**src/uds_pkg.sv**
```systemverilog
// shared constants and types of the uart service controller
package uds_pkg;

  // ----------------------------------------------------------------
  // register byte offsets on the avalon slave
  // ----------------------------------------------------------------
  localparam logic [4:0] OFS_IRQ_ENABLE = 5'h00;
  localparam logic [4:0] OFS_FIFO_CONTROL = 5'h04;
  localparam logic [4:0] OFS_LINE_CONTROL = 5'h08;
  localparam logic [4:0] OFS_MODEM_CONTROL = 5'h0C;
  localparam logic [4:0] OFS_ENH_FEATURE = 5'h10;
  localparam logic [4:0] OFS_DIV_LOW = 5'h14;
  localparam logic [4:0] OFS_DIV_HIGH = 5'h18;
  localparam logic [4:0] OFS_STATUS = 5'h1C;

  // ----------------------------------------------------------------
  // field positions and reset values
  // ----------------------------------------------------------------
  localparam int FIFO_EN_BIT = 0;
  localparam int DMA_MODE_BIT = 3;
  localparam int SLEEP_EN_BIT = 4;
  localparam int ENH_EN_BIT = 4;
  localparam int BREAK_BIT = 6;
  localparam int PRESCALE_BIT = 7;
  localparam logic [7:0] RST_ZERO = 8'h00;
  localparam logic [7:0] RST_LINE_CONTROL = 8'h1D;

  // ----------------------------------------------------------------
  // timing counts
  // ----------------------------------------------------------------
  localparam logic [1:0] PRESCALE_LAST = 2'h3;
  localparam logic [3:0] MID_BIT_PHASE = 4'h7;
  localparam logic [5:0] IDLE_WORD_MULT = 6'h04;
  localparam logic [5:0] IDLE_EXTRA_BITS = 6'h0C;
  localparam logic [5:0] CHAR_BASE_BITS = 6'h05;

  typedef enum logic {UDS_AWAKE, UDS_ASLEEP} uds_power_t;

endpackage : uds_pkg

```
**src/uds_baud_if.sv**
```systemverilog
// baud tick and idle signals shared by the controller and its helpers
`timescale 1ns/1ps
`default_nettype none
interface uds_baud_if;
  logic [15:0] divisor;
  logic prescale4;
  logic run;
  logic tick16;
  logic rxLevel;
  logic [1:0] wordLen;
  logic rxIdle;

  modport gen (input divisor, input prescale4, input run, output tick16);
  modport idle (input tick16, input rxLevel, input wordLen, output rxIdle);
  modport ctrl (output divisor, output prescale4, output run, output rxLevel, output wordLen,
                input tick16, input rxIdle);
endinterface : uds_baud_if
`default_nettype wire

```
**src/uds_ctrl.sv**
```systemverilog
// uart channel service logic: irq mode, dma requests, sleep, break, baud
// Operation
// any of the low four irq enable bits set selects interrupt mode
// all four low irq enable bits clear gives polled mode via line status
// fifo control bit 3 picks dma mode 0 or mode 1
// mode 0 or fifo disabled gives single transfers, mode 1 block transfers
// single mode: tx request active while tx empty, drops on first load
// single mode: rx request active while any character held
// block mode: tx request on trigger free space, drops when fifo full
// block mode: rx request on trigger or timeout, drops on empty or error
// sleep allowed only with enhanced bit and sleep enable bit set
// sleep needs rx idle, tx empty and no other interrupt pending
// no sleep while receive fifo holds data
// asleep, uart clock and baud clock both stop
// wake on rx change, modem pin change or tx fifo write
// host must not write divisor bytes while asleep
// rx idle after line high for four word lengths plus twelve bits
// receive line sampled mid bit
// line control bit 6 holds tx output low for break
// baud divisor 1 to 65535 gives sixteen times baud tick
// modem control bit 7 adds divide by four prescaler, off at reset
// divisor built from low and high byte latches
// zero divisor produces no baud tick
// one baud tick clocks both transmitter and receiver
`timescale 1ns/1ps
`default_nettype none
module uds_ctrl
#(
  parameter int FIFO_DEPTH = 64,
  parameter int LW = $clog2(FIFO_DEPTH + 1)
)
(
  // clock and reset
  input wire logic clock,
  input wire logic rst,
  // avalon-mm slave
  input wire logic [4:0] address,
  input wire logic read,
  input wire logic write,
  input wire logic [31:0] writedata,
  input wire logic [3:0] byteenable,
  output logic [31:0] readdata,
  output logic waitrequest,
  // fifo and shifter status, same clock
  input wire logic [LW-1:0] txFifoLevel,
  input wire logic [LW-1:0] rxFifoLevel,
  input wire logic [LW-1:0] txTrigger,
  input wire logic [LW-1:0] rxTrigger,
  input wire logic txFifoWrite,
  input wire logic txShiftEmpty,
  input wire logic txSerial,
  input wire logic rxTimeoutIrq,
  input wire logic rxFifoError,
  input wire logic irqPending,
  input wire logic otherIrqPending,
  input wire logic [7:0] lineStatus,
  // serial and modem pins
  input wire logic rxPin,
  input wire logic [3:0] modemPins,
  output logic txPin,
  // host side outputs
  output logic irqOut,
  output logic tx_dma_request_n,
  output logic rx_dma_request_n,
  output logic uartClockEnable,
  output logic baudTick16,
  output logic [7:0] lineControl
);
  import uds_pkg::*;

  if (FIFO_DEPTH < 2 || FIFO_DEPTH > 255)
  begin : gDepthCheck
    $error("FIFO_DEPTH must lie in 2..255");
  end

  localparam logic [LW-1:0] DEPTH_L = LW'(FIFO_DEPTH);
  localparam logic [LW-1:0] LEVEL_ZERO = '0;

  // ----------------------------------------------------------------
  // bus handshake
  // ----------------------------------------------------------------
  logic ack_q;
  logic wrEn;
  logic [31:0] readdata_q;

  // one wait cycle for every access keeps read data registered
  assign waitrequest = (read || write) && !ack_q;
  assign wrEn = write && ack_q && byteenable[0];
  assign readdata = readdata_q;

  always_ff @(posedge clock)
    if (rst)
      ack_q <= 1'b0;
    else
      ack_q <= (read || write) && !ack_q;

  // ----------------------------------------------------------------
  // control registers
  // ----------------------------------------------------------------
  logic [7:0] irqEnable_q;
  logic [7:0] fifoControl_q;
  logic [7:0] lineControl_q;
  logic [7:0] modemControl_q;
  logic [7:0] enhFeature_q;
  logic [7:0] divLow_q;
  logic [7:0] divHigh_q;

  always_ff @(posedge clock)
    if (rst)
      irqEnable_q <= RST_ZERO;
    else if (wrEn && address == OFS_IRQ_ENABLE)
      irqEnable_q <= writedata[7:0];

  always_ff @(posedge clock)
    if (rst)
      fifoControl_q <= RST_ZERO;
    else if (wrEn && address == OFS_FIFO_CONTROL)
      fifoControl_q <= writedata[7:0];

  always_ff @(posedge clock)
    if (rst)
      lineControl_q <= RST_LINE_CONTROL;
    else if (wrEn && address == OFS_LINE_CONTROL)
      lineControl_q <= writedata[7:0];

  always_ff @(posedge clock)
    if (rst)
      modemControl_q <= RST_ZERO;
    else if (wrEn && address == OFS_MODEM_CONTROL)
      modemControl_q <= writedata[7:0];

  always_ff @(posedge clock)
    if (rst)
      enhFeature_q <= RST_ZERO;
    else if (wrEn && address == OFS_ENH_FEATURE)
      enhFeature_q <= writedata[7:0];

  // divisor writes are accepted even asleep; the host keeps off them then
  always_ff @(posedge clock)
    if (rst)
      divLow_q <= RST_ZERO;
    else if (wrEn && address == OFS_DIV_LOW)
      divLow_q <= writedata[7:0];

  always_ff @(posedge clock)
    if (rst)
      divHigh_q <= RST_ZERO;
    else if (wrEn && address == OFS_DIV_HIGH)
      divHigh_q <= writedata[7:0];

  assign lineControl = lineControl_q;

  // ----------------------------------------------------------------
  // pin synchronisers and change detection
  // ----------------------------------------------------------------
  logic [4:0] pinMeta_q;
  logic [4:0] pinSync_q;
  logic [4:0] pinPrev_q;
  logic rxChanged;
  logic modemChanged;

  always_ff @(posedge clock)
    if (rst)
      pinMeta_q <= 5'h1F;
    else
      pinMeta_q <= {modemPins, rxPin};

  always_ff @(posedge clock)
    if (rst)
      pinSync_q <= 5'h1F;
    else
      pinSync_q <= pinMeta_q;

  always_ff @(posedge clock)
    if (rst)
      pinPrev_q <= 5'h1F;
    else
      pinPrev_q <= pinSync_q;

  assign rxChanged = pinSync_q[0] != pinPrev_q[0];
  assign modemChanged = pinSync_q[4:1] != pinPrev_q[4:1];

  // ----------------------------------------------------------------
  // interrupt or polled mode
  // ----------------------------------------------------------------
  logic intMode;
  logic irqOut_q;

  assign intMode = irqEnable_q[3:0] != 4'h0;

  always_ff @(posedge clock)
    if (rst)
      irqOut_q <= 1'b0;
    else
      irqOut_q <= intMode && irqPending;

  assign irqOut = irqOut_q;

  // ----------------------------------------------------------------
  // dma request signalling
  // ----------------------------------------------------------------
  logic blockMode;
  logic txBlk_q;
  logic rxBlk_q;
  logic txBlk_d;
  logic rxBlk_d;
  logic txReqN_q;
  logic rxReqN_q;

  assign blockMode = fifoControl_q[DMA_MODE_BIT] && fifoControl_q[FIFO_EN_BIT];

  // tx full, and rx error or empty, take precedence over a new trigger
  always_comb
  begin
    txBlk_d = txBlk_q;
    if (txFifoLevel == DEPTH_L)
      txBlk_d = 1'b0;
    else if (DEPTH_L - txFifoLevel >= txTrigger)
      txBlk_d = 1'b1;
    rxBlk_d = rxBlk_q;
    if (rxFifoLevel == LEVEL_ZERO || rxFifoError)
      rxBlk_d = 1'b0;
    else if (rxFifoLevel >= rxTrigger || rxTimeoutIrq)
      rxBlk_d = 1'b1;
  end

  always_ff @(posedge clock)
    if (rst)
      txBlk_q <= 1'b0;
    else
      txBlk_q <= txBlk_d;

  always_ff @(posedge clock)
    if (rst)
      rxBlk_q <= 1'b0;
    else
      rxBlk_q <= rxBlk_d;

  always_ff @(posedge clock)
    if (rst)
      txReqN_q <= 1'b0;
    else if (blockMode)
      txReqN_q <= !txBlk_d;
    else
      txReqN_q <= txFifoLevel != LEVEL_ZERO;

  always_ff @(posedge clock)
    if (rst)
      rxReqN_q <= 1'b1;
    else if (blockMode)
      rxReqN_q <= !rxBlk_d;
    else
      rxReqN_q <= rxFifoLevel == LEVEL_ZERO;

  assign tx_dma_request_n = txReqN_q;
  assign rx_dma_request_n = rxReqN_q;

  // ----------------------------------------------------------------
  // sleep control
  // ----------------------------------------------------------------
  uds_power_t power_q;
  logic sleepPermit;
  logic sleepReady;
  logic wake;
  logic rxIdle;

  assign sleepPermit = enhFeature_q[ENH_EN_BIT] && irqEnable_q[SLEEP_EN_BIT];
  assign sleepReady = rxIdle && txFifoLevel == LEVEL_ZERO && txShiftEmpty
                      && !otherIrqPending && rxFifoLevel == LEVEL_ZERO;
  assign wake = rxChanged || modemChanged || txFifoWrite;

  always_ff @(posedge clock)
    if (rst)
      power_q <= UDS_AWAKE;
    else
      case (power_q)
        UDS_AWAKE:
          if (sleepPermit && sleepReady && !wake)
            power_q <= UDS_ASLEEP;
        UDS_ASLEEP:
          if (wake || !sleepPermit)
            power_q <= UDS_AWAKE;
        default:
          power_q <= UDS_AWAKE;
      endcase

  assign uartClockEnable = power_q == UDS_AWAKE;

  // ----------------------------------------------------------------
  // break and transmit pin
  // ----------------------------------------------------------------
  logic txPin_q;

  always_ff @(posedge clock)
    if (rst)
      txPin_q <= 1'b1;
    else
      txPin_q <= lineControl_q[BREAK_BIT] ? 1'b0 : txSerial;

  assign txPin = txPin_q;

  // ----------------------------------------------------------------
  // baud generator and idle detector
  // ----------------------------------------------------------------
  uds_baud_if baudBus();

  assign baudBus.divisor = {divHigh_q, divLow_q};
  assign baudBus.prescale4 = modemControl_q[PRESCALE_BIT];
  assign baudBus.run = power_q == UDS_AWAKE;
  assign baudBus.rxLevel = pinSync_q[0];
  assign baudBus.wordLen = lineControl_q[1:0];
  assign rxIdle = baudBus.rxIdle;
  assign baudTick16 = baudBus.tick16;

  uds_baud_gen uBaud
  (
    .clock(clock),
    .rst(rst),
    .bus(baudBus)
  );

  uds_rx_idle uIdle
  (
    .clock(clock),
    .rst(rst),
    .bus(baudBus)
  );

  // ----------------------------------------------------------------
  // read data
  // ----------------------------------------------------------------
  always_ff @(posedge clock)
    if (rst)
      readdata_q <= 32'h0000_0000;
    else if (read && !ack_q)
      case (address)
        OFS_IRQ_ENABLE: readdata_q <= {24'h000000, irqEnable_q};
        OFS_FIFO_CONTROL: readdata_q <= {24'h000000, fifoControl_q};
        OFS_LINE_CONTROL: readdata_q <= {24'h000000, lineControl_q};
        OFS_MODEM_CONTROL: readdata_q <= {24'h000000, modemControl_q};
        OFS_ENH_FEATURE: readdata_q <= {24'h000000, enhFeature_q};
        OFS_DIV_LOW: readdata_q <= {24'h000000, divLow_q};
        OFS_DIV_HIGH: readdata_q <= {24'h000000, divHigh_q};
        OFS_STATUS: readdata_q <= {16'h0000, power_q == UDS_ASLEEP, intMode, rxIdle,
                                   txReqN_q, rxReqN_q, 3'h0, lineStatus};
        default: readdata_q <= 32'h0000_0000;
      endcase

  // ----------------------------------------------------------------
  // checks
  // ----------------------------------------------------------------
  irq_mode_a: assert property (@(posedge clock) disable iff (rst)
    irqPending && irqEnable_q[3:0] != 4'h0 |=> irqOut)
    else $error("pending irq not raised in interrupt mode");
  polled_quiet_a: assert property (@(posedge clock) disable iff (rst)
    irqEnable_q[3:0] == 4'h0 |=> !irqOut)
    else $error("irq raised in polled mode");
  tx_single_a: assert property (@(posedge clock) disable iff (rst)
    !fifoControl_q[DMA_MODE_BIT] && txFifoLevel == LEVEL_ZERO |=> !tx_dma_request_n)
    else $error("single tx request not active on empty");
  rx_single_a: assert property (@(posedge clock) disable iff (rst)
    !fifoControl_q[FIFO_EN_BIT] |-> ##1 (rx_dma_request_n == $past(rxFifoLevel == LEVEL_ZERO)))
    else $error("single rx request wrong");
  tx_block_full_a: assert property (@(posedge clock) disable iff (rst)
    blockMode && txFifoLevel == DEPTH_L |=> tx_dma_request_n)
    else $error("block tx request active on full");
  rx_block_clr_a: assert property (@(posedge clock) disable iff (rst)
    blockMode && (rxFifoLevel == LEVEL_ZERO || rxFifoError) |=> rx_dma_request_n)
    else $error("block rx request active on empty or error");
  sleep_permit_a: assert property (@(posedge clock) disable iff (rst)
    !(enhFeature_q[ENH_EN_BIT] && irqEnable_q[SLEEP_EN_BIT]) |=> uartClockEnable)
    else $error("asleep without permission");
  sleep_rx_data_a: assert property (@(posedge clock) disable iff (rst)
    uartClockEnable && (rxFifoLevel != LEVEL_ZERO || otherIrqPending) |=> uartClockEnable)
    else $error("slept with rx data or irq pending");
  wake_write_a: assert property (@(posedge clock) disable iff (rst)
    !uartClockEnable && txFifoWrite |=> uartClockEnable)
    else $error("no wake on tx fifo write");
  break_low_a: assert property (@(posedge clock) disable iff (rst)
    lineControl_q[BREAK_BIT] |=> !txPin)
    else $error("break not driving tx low");
endmodule : uds_ctrl
`default_nettype wire

```
**src/uds_baud_gen.sv**
```systemverilog
// prescaler and 16-bit divisor producing the 16x baud tick
`timescale 1ns/1ps
`default_nettype none
module uds_baud_gen
(
  // clock and reset
  input wire logic clock,
  input wire logic rst,
  // divisor settings in, tick out
  uds_baud_if.gen bus
);
  import uds_pkg::*;

  logic [1:0] pre_q;
  logic [15:0] cnt_q;
  logic preTick;
  logic wrap;

  assign preTick = bus.prescale4 ? (pre_q == PRESCALE_LAST) : 1'b1;
  assign wrap = cnt_q >= (bus.divisor - 16'h0001);

  // counters clear and stay at zero while asleep
  always_ff @(posedge clock)
    if (rst || !bus.run)
      pre_q <= 2'h0;
    else
      pre_q <= pre_q + 2'h1;

  always_ff @(posedge clock)
    if (rst || !bus.run)
      cnt_q <= 16'h0000;
    else if (preTick)
      cnt_q <= wrap ? 16'h0000 : cnt_q + 16'h0001;

  always_ff @(posedge clock)
    if (rst)
      bus.tick16 <= 1'b0;
    else
      bus.tick16 <= bus.run && (bus.divisor != 16'h0000) && preTick && wrap;

  baud_stop_a: assert property (@(posedge clock) disable iff (rst) !bus.run |=> !bus.tick16)
    else $error("baud tick while clocks stopped");
  div_zero_a: assert property (@(posedge clock) disable iff (rst) bus.divisor == 16'h0000 |=> !bus.tick16)
    else $error("baud tick with zero divisor");
  prescale_gap_a: assert property (@(posedge clock) disable iff (rst)
    bus.tick16 && $past(bus.prescale4) |-> !$past(bus.tick16))
    else $error("prescaler did not divide");
endmodule : uds_baud_gen
`default_nettype wire

```
**src/uds_rx_idle.sv**
```systemverilog
// receive idle detector counting high mid-bit samples
`timescale 1ns/1ps
`default_nettype none
module uds_rx_idle
(
  // clock and reset
  input wire logic clock,
  input wire logic rst,
  // tick and line in, idle out
  uds_baud_if.idle bus
);
  import uds_pkg::*;

  logic [3:0] phase_q;
  logic [5:0] bits_q;
  logic [5:0] needBits;

  assign needBits = IDLE_WORD_MULT * (CHAR_BASE_BITS + {4'h0, bus.wordLen}) + IDLE_EXTRA_BITS;

  // a low level restarts bit alignment, as a start bit would
  always_ff @(posedge clock)
    if (rst || !bus.rxLevel)
      phase_q <= 4'h0;
    else if (bus.tick16)
      phase_q <= phase_q + 4'h1;

  always_ff @(posedge clock)
    if (rst || !bus.rxLevel)
      bits_q <= 6'h00;
    else if (bus.tick16 && phase_q == MID_BIT_PHASE && bits_q != 6'h3F)
      bits_q <= bits_q + 6'h01;

  always_ff @(posedge clock)
    if (rst)
      bus.rxIdle <= 1'b0;
    else
      bus.rxIdle <= bus.rxLevel && (bits_q >= needBits);

  rx_low_busy_a: assert property (@(posedge clock) disable iff (rst) !bus.rxLevel |=> !bus.rxIdle)
    else $error("idle reported with line low");
endmodule : uds_rx_idle
`default_nettype wire

```
**config.mk**
```make
export PLATFORM = sky130hd
export DESIGN_NAME = uds_ctrl
export DESIGN_NICKNAME = d
export VERILOG_FILES = /design/src/uds_pkg.sv /design/src/uds_baud_if.sv /design/src/uds_ctrl.sv /design/src/uds_baud_gen.sv /design/src/uds_rx_idle.sv
export SDC_FILE = /design/constraint.sdc
export NUM_CORES = 1
export LEC_CHECK = 0
export ABC_AREA = 0
export BUFFER_PORTS_ARGS = -buffer_cell sky130_fd_sc_hd__clkbuf_2
export CORE_MARGIN = 2
export CORE_UTILIZATION = 55
export DETAILED_ROUTE_END_ITERATION = 7
export PLACE_DENSITY = 0.85
export SYNTH_ARGS = -nofsm -noshare
export SYNTH_HDL_FRONTEND = slang
export SYNTH_SLANG_ARGS = --single-unit
```
**constraint.sdc**
```tcl
create_clock -name clock -period 3.41 [get_ports clock]
set_input_delay 1.023 -clock clock [delete_from_list [all_inputs] [get_ports clock]]
set_output_delay 1.023 -clock clock [all_outputs]
set_load 0.05 [all_outputs]
```
# Yosys cells after proc, flatten, opt, wreduce, memory -nomap -nowiden
# Index checks and enable logic that the tools add are counted.
dict set report word_totals {
  register_bits 141
  inputBits 93
}
dict set report classes {
  add_sub_neg 8
  order_cmp 4
  eq_ne 13
  muxes 13
  bitwise 1
  n_reduce_logical 47
}
# op count
set op_table {}
lappend op_table {{case mux 16 bit (8 select lines)} 1}
lappend op_table {{logical AND 1 bit} 26}
lappend op_table {{== test 5 bit (second input constant)} 4}
lappend op_table {{adder 16 x 1 -> 16 bit (second input constant)} 1}
lappend op_table {{>= comparator 16 bit} 1}
lappend op_table {{two-way mux 16 bit} 1}
lappend op_table {{nonzero test 16 bit} 1}
lappend op_table {{subtractor 16 x 1 -> 16 bit (second input constant)} 1}
lappend op_table {{>= comparator 7 bit} 2}
lappend op_table {{zero test 7 bit} 2}
lappend op_table {{== test 5 x 4 -> 1 bit (second input constant)} 2}
lappend op_table {{two-way mux 1 bit} 10}
lappend op_table {{logical OR 1 bit} 8}
lappend op_table {{== test 7 bit (second input constant)} 1}
lappend op_table {{zero test 1 bit} 7}
lappend op_table {{nonzero test 7 bit} 1}
lappend op_table {{subtractor 7 bit (first input constant)} 1}
lappend op_table {{adder 6 x 1 -> 6 bit (second input constant)} 1}
lappend op_table {{adder 6 x 4 -> 6 bit (second input constant)} 1}
lappend op_table {{>= comparator 6 bit} 1}
lappend op_table {{inequality test 6 bit (second input constant)} 1}
lappend op_table {{== test 5 x 3 -> 1 bit (second input constant)} 1}
lappend op_table {{zero test 5 bit} 1}
lappend op_table {{adder 3 x 2 -> 4 bit (first input constant)} 1}
lappend op_table {{other kinds (9)} 9}

# Depth between registers and ports, before layout
# Gate-level depths: netlist (run 1).
dict set report logic_depth {
  word_depth 9
  mapped_depth 13
  ltp_nobuf 12
}

# Cells and area by module
# Synthesis (run 1) repeated with hierarchy kept, for this count alone.
dict set report unflattened {
  hier_cells 710
  area_unflattened_um2 6715.2
}
# mod instances cells_each area_per_inst_um2 seq_area_each_um2
set modules_own_cells {}
lappend modules_own_cells {uds_ctrl 1 475 4645.7 1841.8}
lappend modules_own_cells {uds_baud_gen 1 175 1482.7 380.4}
lappend modules_own_cells {uds_rx_idle 1 60 586.8 220.2}

# Worst setup path after synthesis (run 1)
# No wires, ideal clock.
dict set report synth_timing {
  path_kind {register -> register}
  start {register divLow_q[7]}
  end {register uBaud.cnt_q[10]}
  setup_ns 0.142
  arrival_ns 2.723
  setup_slack_ns 0.545
  stages_incl_launch_ff 12
  path_buffers 1
  period_less_slack_ns 2.865
  path_cell_list {dfxtp_1 -> or4_4 -> or2_4 -> nor4_4 -> xnor2_1 -> ha_1 -> nand2_1 -> nor4_1 -> nand3_2 -> a31oi_4 -> buf_6 -> nor4_2}
}
dict set report synth_via {
  elab_chain_cells 3
}
# element line
set synth_lines {}
lappend synth_lines {{start: declaration} uds_ctrl.sv:105} ;# logic [7:0] divLow_q;
lappend synth_lines {{start signal: assignment} uds_ctrl.sv:143} ;# divLow_q <= writedata[7:0];
lappend synth_lines {{subtractor 16 x 1 -> 16 bit} uds_baud_gen.sv:20} ;# assign wrap = cnt_q >= (bus.divisor - 16'h0001);
lappend synth_lines {{>= comparator 16 bit} uds_baud_gen.sv:20}
lappend synth_lines {{two-way mux 16 bit} uds_baud_gen.sv:33} ;# cnt_q <= wrap ? 16'h0000 : cnt_q + 16'h0001;
lappend synth_lines {{end signal: assignment} uds_baud_gen.sv:33}
lappend synth_lines {{end: declaration} uds_baud_gen.sv:15} ;# logic [15:0] cnt_q;
# No other way between the ends.
# A chain may end at the register's enable or synchronous reset.

# Worst setup path in the final report (run 1)
dict set report layout_timing {
  start {register divLow_q[7]}
  end {register uBaud.cnt_q[1]}
}
# The elaborated chain is that of the path after synthesis.

==> flow_metrics.env, run 1 <==
export IMPL_outcome="complete, no violations"
export IMPL_gp_congestion=0.925
export IMPL_report_final_slew_viol_count=0
export IMPL_via_count_of_the_first_global_routing_pass=5407
export IMPL_holdPathStages=1
export IMPL_achievable_frequency_mhz=321
export IMPL_grt_setup_unrepaired="no"
export IMPL_final_critical_path_setup_slack_ns=0.296
export IMPL_yosys_warnings=0
export IMPL_global_route_usage_met1=0.332
export IMPL_maxSlewHeadroom=0.544
export IMPL_htree_depth=4
export IMPL_hold_viol=0
export IMPL_worstHoldStart="pinMeta_q[0]"
export IMPL_clk_path_buf_depth=2
export IMPL_dp_hpwl_mm=11.3
export IMPL_clock_insertion_delay_worst_skew_ns=0.42
export IMPL_ys_ff_latch=122
export IMPL_required_ns=3.69
export IMPL_die_width_um=112
export IMPL_stdcell_count=981
export IMPL_final_total_power_uw=3590
export IMPL_drt_iter0_drc=458
export IMPL_cts_tree="yes"
export IMPL_hold_end="pinSync_q[0]"
export IMPL_ctsResizeCount=0
export IMPL_grt_antenna_before_repair=0
export IMPL_crit_path_start_kind="flop"
export IMPL_synth_edf_count=0
export IMPL_timing_final_crit_period_ns=3.11
export IMPL_final_fill_count=924
export IMPL_drc_errors=0
export IMPL_holdCritPathClass="flop to flop"
export IMPL_place_inst=949
export IMPL_tritoncts_sink_count=122
export IMPL_sequential_element_share_of_the_synthesized_area=0.383
export IMPL_worst_slew_pin_slew_ns=0.681
export IMPL_design_portCount=140
export IMPL_drive_above_1_share=0.212
export IMPL_worst_r2r_path_depth=11
export IMPL_ys_dominant_reg_cell="sky130_fd_sc_hd__dfxtp_1"
export IMPL_drtPass1Iterations=5
export IMPL_area_delta_synth_final_pct=17.2
export IMPL_power_density_nw_per_um2=480
export IMPL_cts_buffers=17
export IMPL_core_um2=11400
export IMPL_met2_track_demand_over_resource_in_global_routing=0.423
export IMPL_worst_path_maximum_fanout=15
export IMPL_worstSetupPathType="flop to flop"
export IMPL_post_synth_inst_count=739
export IMPL_crit_reg2reg_capture="uBaud.cnt_q[1]"
export IMPL_r2r_setup_slack_ns=0.30
export IMPL_track_usage=0.261
export IMPL_grt_util_met3=0.0599
export IMPL_total_leakage_power_uw=0.00314
export IMPL_fp_dieArea_um2=12500
export IMPL_post_route_period_util=0.913
export IMPL_detail_route_antenna_nets=0
export IMPL_synth_area_um2=6380
export IMPL_io_buffers=93
export IMPL_finalSetupViolations=0
export IMPL_fin_nets=957
export IMPL_antenna_diode_count=0
export IMPL_cap_viol_max_count=0
export IMPL_layout_cells_most_common="sky130_fd_sc_hd__dfxtp_1"
export IMPL_yosysUniqueCellTypes=59
export IMPL_skew_ns=0.00798
export IMPL_initial_core_util=0.561
export IMPL_grt_busiest_layer="met2"
export IMPL_pre_cts_ws_ns=0.318
export IMPL_drt_total_wl_mm=16.2
export IMPL_avgSynthCellArea_um2=8.63
export IMPL_grt_pass1_wl_mm=26.2
export IMPL_viasPerCell=5.86
export IMPL_grt_max_degree=29
export IMPL_postCtsSetupRepairBufs=0
export IMPL_setup_tns_final_ns=0
export IMPL_postCtsHoldBufs=0
export IMPL_wl_per_cell_um=16.5
export IMPL_num_rows=39
export IMPL_async_reset_ff_frac=0
export IMPL_cts_root_buffer_cell="sky130_fd_sc_hd__clkbuf_16"
export IMPL_data_arrival_critical_path_ns=3.39
export IMPL_detailroute_via_count=5753
export IMPL_worst_ir_drop_vdd_v=0.000365
export IMPL_layout_common_cells="122 x sky130_fd_sc_hd__dfxtp_1, 92 x sky130_fd_sc_hd__clkbuf_2, 90 x sky130_fd_sc_hd__nand2_1"
export IMPL_grt_remaining_overflow=0
export IMPL_die_span_y_um=112
export IMPL_worstReg2RegStart="divLow_q[7]"
export IMPL_cp_end_kind="flop"
export IMPL_clk_pin_slew_ns=0.06
-- metrics by stage --
stage	util	hold WS [ns]	cell area, um^2
after floorplan	-	0.389	6450
after global placement	0.604	0.393	6870
after detailed placement	0.604	0.397	6870
after CTS	0.658	0.407	7480
after global routing	0.658	0.419	7480
final	0.658	0.406	7480
-- per-layer routing --
layer  up-vias  routed length [um]
met5         -                   0
met4         0                 535
met3        50                1390
met2       270                7650
met1      2684                6610
li1       2749                   -
-- where the power goes --
group | internal, uW | switching [uW]
combinational | 88.8 | 188
sequential | 1440 | 12.8
clock | 1170 | 679
total | 2710 | 880
-- worst max-delay path by stage --
| stage | from | to | slack, ns | depth (start not counted) |
|---|---|---|---|---|
| detailed placement | divLow_q[7] | uBaud.cnt_q[1] | 0.32 | 11 |
| floorplan | divLow_q[7] | uBaud.cnt_q[10] | 0.54 | 11 |
| global placement | divLow_q[7] | uBaud.cnt_q[1] | 0.44 | 11 |
| global route | divLow_q[7] | uBaud.cnt_q[1] | 0.1 | 11 |
| CTS | divLow_q[7] | uBaud.cnt_q[1] | 0.28 | 11 |
| finish | divLow_q[7] | uBaud.cnt_q[1] | 0.30 | 11 |
-- cells by family (layout without fill, tap and decap cells) --
| group | after synthesis | after routing | synth area share |
|---|---|---|---|
| and+or+nand+nor | 320 | 320 | 0.270 |
| adders and majority gates | 39 | 39 | 0.0765 |
| other | 1 | 19 | 0.000588 |
| DFF | 122 | 122 | 0.383 |
| xor gates and xnor gates | 45 | 45 | 0.0618 |
| AOI/OAI and AO/OA | 119 | 119 | 0.128 |
| muxes | 9 | 9 | 0.0141 |
| buffers and inverters | 84 | 165 | 0.0663 |
-- state kept, by name, indices dropped and copies added, names as in the netlist, 2 cells and up --
signal / count
uBaud.pre_q: 2
pinSync_q: 5
uBaud.cnt_q: 16
pinMeta_q: 5
fifoControl_q: 8
divLow_q: 8
pinPrev_q: 5
divHigh_q: 8
uIdle.phase_q: 4
uIdle.bits_q: 6
enhFeature_q: 8
lineControl: 8
modemControl_q: 8
irqEnable_q: 8
readdata: 13
-- worst max-delay path: stages, from the launching register on --
cell and delay (ns):
sky130_fd_sc_hd__dfxtp_1 0.39, sky130_fd_sc_hd__or4_4 0.56, sky130_fd_sc_hd__or2_4 0.27, sky130_fd_sc_hd__nor4_4 0.15, sky130_fd_sc_hd__xnor2_1 0.11, sky130_fd_sc_hd__ha_1 0.28, sky130_fd_sc_hd__nand2_1 0.08, sky130_fd_sc_hd__nor4_1 0.48
sky130_fd_sc_hd__nand3_2 0.18, sky130_fd_sc_hd__a31oi_4 0.23, sky130_fd_sc_hd__buf_12 0.18, sky130_fd_sc_hd__a2111oi_0 0.07
-- cell type report --
| class | count | area (um^2) | share of cell area |
|---|---|---|---|
| clock buffer | 19 | 443 | 0.0592 |
| inverter | 30 | 113 | 0.0151 |
| sequential | 122 | 2440 | 0.327 |
| multi-input combinational | 551 | 3580 | 0.479 |
| timing repair buffer | 103 | 553 | 0.0739 |
| tap | 143 | 179 | 0.0239 |
| clock inverter | 13 | 168 | 0.0224 |
-- synth_stat cells, types with 4 or more instances --
cell | n | share of area
sky130_fd_sc_hd__xnor2_1 | 28 | 0.038
sky130_fd_sc_hd__nor3_1 | 15 | 0.012
sky130_fd_sc_hd__nand3_1 | 61 | 0.048
sky130_fd_sc_hd__buf_4 | 20 | 0.024
sky130_fd_sc_hd__a22oi_1 | 25 | 0.029
sky130_fd_sc_hd__dfxtp_1 | 122 | 0.38
sky130_fd_sc_hd__nor4_2 | 10 | 0.020
sky130_fd_sc_hd__nand4_1 | 18 | 0.018
sky130_fd_sc_hd__a21oi_1 | 60 | 0.047
sky130_fd_sc_hd__or2_2 | 17 | 0.017
sky130_fd_sc_hd__xor2_1 | 17 | 0.023
sky130_fd_sc_hd__and3_1 | 17 | 0.017
sky130_fd_sc_hd__nand2_1 | 90 | 0.053
sky130_fd_sc_hd__inv_1 | 30 | 0.018
sky130_fd_sc_hd__mux2i_1 | 9 | 0.014
sky130_fd_sc_hd__and2_1 | 9 | 0.0088
sky130_fd_sc_hd__clkbuf_1 | 18 | 0.011
sky130_fd_sc_hd__nor2_1 | 43 | 0.025
sky130_fd_sc_hd__buf_2 | 13 | 0.010
sky130_fd_sc_hd__o21ai_0 | 6 | 0.0047
sky130_fd_sc_hd__ha_1 | 39 | 0.076
sky130_fd_sc_hd__nor4_1 | 9 | 0.0088
sky130_fd_sc_hd__a22o_1 | 8 | 0.011
sky130_fd_sc_hd__nand2b_1 | 4 | 0.0039
sky130_fd_sc_hd__nor3b_1 | 4 | 0.0047
(Power assumes the default switching activity.)
==> run 2, diff against run 1 <==
Clock period 3.41 ns to 3.19 ns, I/O delays scaled along.
==> flow_metrics.env, run 2 (synthesis results as in run 1) <==
export IMPL_grt_antenna_before_repair=0
export IMPL_worst_path_maximum_fanout=15
export IMPL_largest_register_ffs=16
export IMPL_clk_path_buf_depth=2
export IMPL_finalSetupViolations=0
export IMPL_final_total_power_uw=3690
export IMPL_grt_max_degree=55
export IMPL_wl_per_cell_um=16.2
export IMPL_required_ns=3.47
export IMPL_skew_ns=0.00755
export IMPL_initial_core_util=0.561
export IMPL_detailroute_via_count=5772
export IMPL_crit_path_start_kind="flop"
export IMPL_drt_total_wl_mm=15.9
export IMPL_setup_tns_final_ns=0
export IMPL_cap_viol_max_count=0
export IMPL_fin_nets=960
export IMPL_total_leakage_power_uw=0.00315
export IMPL_clk_pin_slew_ns=0.05
export IMPL_design_portCount=140
export IMPL_cp_end_kind="flop"
export IMPL_regMostFlops="uBaud.cnt_q"
export IMPL_timing_final_crit_period_ns=2.91
export IMPL_cts_tree="yes"
export IMPL_power_density_nw_per_um2=494
export IMPL_worst_ir_drop_vdd_v=0.000321
export IMPL_maxSlewHeadroom=0.500
export IMPL_cts_buffers=17
export IMPL_dp_hpwl_mm=11.1
export IMPL_fp_dieArea_um2=12500
export IMPL_grt_setup_unrepaired="no"
export IMPL_track_usage=0.257
export IMPL_grt_remaining_overflow=0
export IMPL_worst_slew_pin_slew_ns=0.744
export IMPL_antenna_diode_count=0
export IMPL_grt_pass1_wl_mm=25.9
export IMPL_worstHoldStart="pinMeta_q[1]"
export IMPL_drtPass1Iterations=6
export IMPL_crit_reg2reg_capture="uBaud.cnt_q[1]"
export IMPL_tritoncts_sink_count=122
export IMPL_drc_errors=0
export IMPL_gp_congestion=0.912
export IMPL_core_um2=11400
export IMPL_worst_hold_margin_ns=0.408
export IMPL_postCtsSetupRepairBufs=0
export IMPL_die_span_y_um=112
export IMPL_via_count_of_the_first_global_routing_pass=5327
export IMPL_worstReg2RegStart="divLow_q[7]"
export IMPL_outcome="complete, no violations"
export IMPL_r2r_setup_slack_ns=0.28
export IMPL_holdPathStages=1
export IMPL_report_final_slew_viol_count=0
export IMPL_htree_depth=4
export IMPL_io_buffers=93
export IMPL_stdcell_count=983
export IMPL_drt_iter0_drc=508
export IMPL_clock_insertion_delay_worst_skew_ns=0.42
export IMPL_postCtsHoldBufs=0
export IMPL_final_core_util=0.657
export IMPL_data_arrival_critical_path_ns=3.19
export IMPL_place_inst=952
export IMPL_area_delta_synth_final_pct=17.0
export IMPL_worstSetupPathType="flop to flop"
export IMPL_holdCritPathClass="flop to flop"
export IMPL_hold_end="pinSync_q[1]"
export IMPL_layout_common_cells="122 x sky130_fd_sc_hd__dfxtp_1, 92 x sky130_fd_sc_hd__clkbuf_2, 90 x sky130_fd_sc_hd__nand2_1"
export IMPL_cts_root_buffer_cell="sky130_fd_sc_hd__clkbuf_16"
export IMPL_detail_route_antenna_nets=0
export IMPL_die_width_um=112
export IMPL_worst_r2r_path_depth=11
export IMPL_num_rows=39
export IMPL_viasPerCell=5.87
export IMPL_achievable_frequency_mhz=344
export IMPL_hold_viol=0
export IMPL_layout_cells_most_common="sky130_fd_sc_hd__dfxtp_1"
export IMPL_drive_above_1_share=0.213
export IMPL_post_route_period_util=0.911
## run 2: per-layer routing
layer | track usage | share of wire
met2 | 0.424 | 0.48
met5 | 0 | 0
met3 | 0.0544 | 0.089
met4 | 0.101 | 0.029
met1 | 0.330 | 0.40
## run 2: final cells by class
cell class / count / area [um^2]
inverters: 30 / 113
repair buffers: 106 / 588
clock inverters: 11 / 123
flip-flops and latches: 122 / 2440
multi-input cells: 551 / 3590
well taps: 143 / 179
clock buffers: 20 / 437
fillers: 914 / 3900
## run 2: what timing repair did
action | CTS | global route
gates resized for setup | 0 | 1
hold endpoints to repair | 0 | 0
endpoints found under the setup margin | 0 | 1
## run 2: where the power goes
part           internal, uW  switching, uW
clock network          1140            694
registers              1550           12.7
logic                  95.8            198
total                  2790            905
## run 2: through the flow
step,instance area (um^2),worst slack (ns)
2_1_floorplan,6450,0.325
3_3_place_gp,6900,0.319
3_5_place_dp,6900,0.283
4_1_cts,7460,0.270
5_1_grt,7470,0.0113
6_report,7470,0.285
## run 2: worst max-delay path by stage
| stage | start | to | slack, ns | depth (start not counted) |
|---|---|---|---|---|
| floorplan | divLow_q[7] | uBaud.cnt_q[10] | 0.32 | 11 |
| global placement | divLow_q[7] | uBaud.cnt_q[1] | 0.32 | 11 |
| detailed placement | divLow_q[7] | uBaud.cnt_q[1] | 0.28 | 11 |
| CTS | divLow_q[7] | uBaud.cnt_q[2] | 0.27 | 11 |
| global route | divLow_q[4] | uBaud.cnt_q[1] | 0.01 | 12 |
| finish | divLow_q[7] | uBaud.cnt_q[1] | 0.28 | 11 |
## run 2: critical path, cell delays in order (launching register included)
cell and delay (ns):
sky130_fd_sc_hd__dfxtp_1 0.31, sky130_fd_sc_hd__or4_4 0.53, sky130_fd_sc_hd__nor2_1 0.21, sky130_fd_sc_hd__nand2_1 0.10, sky130_fd_sc_hd__xor2_1 0.16, sky130_fd_sc_hd__ha_1 0.31, sky130_fd_sc_hd__nand2_1 0.09, sky130_fd_sc_hd__nor4_1 0.44
sky130_fd_sc_hd__nand3_2 0.17, sky130_fd_sc_hd__a31oi_4 0.22, sky130_fd_sc_hd__buf_12 0.18, sky130_fd_sc_hd__a2111oi_0 0.07
==> run 3, diff against run 2 <==
Settings changed: CORE_UTILIZATION 55 to 40, PLACE_DENSITY 0.85 to 0.66.
==> flow_metrics.env, run 3 (synthesis results as in run 1) <==
export IMPL_seqCellArea_um2=2440
export IMPL_layout_common_cells="122 x sky130_fd_sc_hd__dfxtp_1, 92 x sky130_fd_sc_hd__clkbuf_2, 90 x sky130_fd_sc_hd__nand2_1"
export IMPL_clk_path_buf_depth=2
export IMPL_skew_ns=0.00754
export IMPL_setup_tns_final_ns=0
export IMPL_crit_path_start_kind="flop"
export IMPL_path_cells="or4_4, or2_4, nor4_4, xnor2_1, ha_1, nand2_1, o21ai_0, a21oi_1, a31oi_4, buf_12, a2111oi_0"
export IMPL_wl_per_cell_um=15.1
export IMPL_largest_register_ffs=16
export IMPL_cts_tree="yes"
export IMPL_grt_pass1_wl_mm=25.8
export IMPL_achievable_frequency_mhz=351
export IMPL_gp_congestion=0.920
export IMPL_drt_total_wl_mm=16.0
export IMPL_die_width_um=130
export IMPL_detailroute_via_count=5477
export IMPL_finalSetupViolations=0
export IMPL_multiInputGateArea_um2=3590
export IMPL_cts_buffers=17
export IMPL_critical_path_top_delay_family="simple AND/OR/NAND/NOR gates"
export IMPL_holdCritPathClass="flop to flop"
export IMPL_dp_hpwl_mm=11.7
export IMPL_outcome="complete, no violations"
export IMPL_area_delta_synth_final_pct=18.7
export IMPL_cap_viol_max_count=0
export IMPL_final_critical_path_setup_slack_ns=0.343
export IMPL_core_um2=15700
export IMPL_fin_nets=962
export IMPL_design_portCount=140
export IMPL_num_rows=46
export IMPL_postCtsHoldBufs=0
export IMPL_drc_errors=0
export IMPL_total_leakage_power_uw=0.00315
export IMPL_required_ns=3.48
export IMPL_cp_end_kind="flop"
export IMPL_drtPass1Iterations=5
export IMPL_grt_max_degree=37
export IMPL_cp_num_buf_inv=1
export IMPL_final_total_power_uw=3680
export IMPL_placed_area_um2=7000
export IMPL_final_fill_count=1545
export IMPL_worstSetupPathType="flop to flop"
export IMPL_grt_setup_unrepaired="no"
export IMPL_cts_root_buffer_cell="sky130_fd_sc_hd__clkbuf_16"
export IMPL_grt_antenna_before_repair=0
export IMPL_report_final_slew_viol_count=0
export IMPL_layout_cells_most_common="sky130_fd_sc_hd__dfxtp_1"
export IMPL_maxSlewHeadroom=0.512
export IMPL_drt_iter0_drc=340
export IMPL_initial_core_util=0.406
export IMPL_worst_slew_pin_slew_ns=0.733
export IMPL_power_density_nw_per_um2=486
export IMPL_clk_pin_slew_ns=0.05
export IMPL_detail_route_antenna_nets=0
export IMPL_final_cell_area_um2=7570
export IMPL_grt_remaining_overflow=0
export IMPL_worst_path_largest_cell_delay_ns=0.54
export IMPL_post_route_period_util=0.892
export IMPL_worst_ir_drop_vdd_v=0.000345
export IMPL_via_count_of_the_first_global_routing_pass=5082
export IMPL_pre_cts_ws_ns=0.255
export IMPL_cpMaxStageDelayCell="sky130_fd_sc_hd__or4_4"
export IMPL_hold_viol=0
export IMPL_tritoncts_sink_count=122
export IMPL_antenna_diode_count=0
export IMPL_io_buffers=93
export IMPL_final_core_util=0.482
export IMPL_fp_dieArea_um2=17000
export IMPL_die_span_y_um=130
export IMPL_timing_final_crit_period_ns=2.85
export IMPL_regMostFlops="uBaud.cnt_q"
export IMPL_htree_depth=4
export IMPL_clock_insertion_delay_worst_skew_ns=0.41
export IMPL_drive_above_1_share=0.215
export IMPL_worst_path_maximum_fanout=15
export IMPL_viasPerCell=5.18
export IMPL_track_usage=0.196
export IMPL_data_arrival_critical_path_ns=3.14
-- run 3: cell types whose count changed in the layout (fill, tap and decap cells not counted), moves of 2 or more --
cell and change:
sky130_fd_sc_hd__inv_6 -2, sky130_fd_sc_hd__clkinvlp_4 +2, sky130_fd_sc_hd__buf_4 +3, sky130_fd_sc_hd__clkinv_2 -2
sky130_fd_sc_hd__clkinv_4 -2, sky130_fd_sc_hd__clkbuf_8 +5
-- run 3: routing by layer --
metal / vias to the layer above / GRT usage / wire length (um)
met5: - / 0 / 0
met4: 0 / 0.0626 / 256
met3: 23 / 0.0439 / 1040
met2: 174 / 0.310 / 7360
met1: 2518 / 0.266 / 7330
li1: 2762 / - / -
-- run 3: path summary, 6_finish.rpt --
path           startpoint              to  slack [ns]  cells past startpoint
max           divLow_q[7]  uBaud.cnt_q[1]        0.34                     11
min          pinMeta_q[3]    pinSync_q[3]        0.40                      1
max reg2reg   divLow_q[7]  uBaud.cnt_q[1]        0.34                     11
min reg2reg  pinMeta_q[3]    pinSync_q[3]        0.40                      1
-- run 3: layout make-up --
cell class              instances  share of cell area
repair buffers                108              0.0780
clock inverters                 6             0.00826
flip-flops and latches        122               0.323
multi-input cells             551               0.474
clock buffers                  25              0.0668
inverters                      30              0.0149
well taps                     216              0.0357
-- run 3: power breakdown --
group | switching, uW | internal [uW]
registers | 11.8 | 1550
clock network | 662 | 1170
logic | 199 | 94.3
total | 873 | 2810
-- run 3: per-stage QoR --
stage	hold slack (ns)	std cells
floorplan	0.389	757
global placement	0.391	1027
detailed placement	0.393	1027
CTS	0.406	1058
global route	0.418	1058
finish	0.404	1058
-- run 3: worst register-to-register path: stages, from the launching register on --
cell	delay (ns)
sky130_fd_sc_hd__dfxtp_1	0.31
sky130_fd_sc_hd__or4_4	0.54
sky130_fd_sc_hd__or2_4	0.26
sky130_fd_sc_hd__nor4_4	0.14
sky130_fd_sc_hd__xnor2_1	0.16
sky130_fd_sc_hd__ha_1	0.25
sky130_fd_sc_hd__nand2_1	0.11
sky130_fd_sc_hd__o21ai_0	0.11
sky130_fd_sc_hd__a21oi_1	0.29
sky130_fd_sc_hd__a31oi_4	0.13
sky130_fd_sc_hd__buf_12	0.17
sky130_fd_sc_hd__a2111oi_0	0.25
-- run 3: what timing repair did --
item | CTS | global route
setup buffers | 0 | 0
gates resized for setup | 0 | 1
endpoints found under the setup margin | 0 | 4
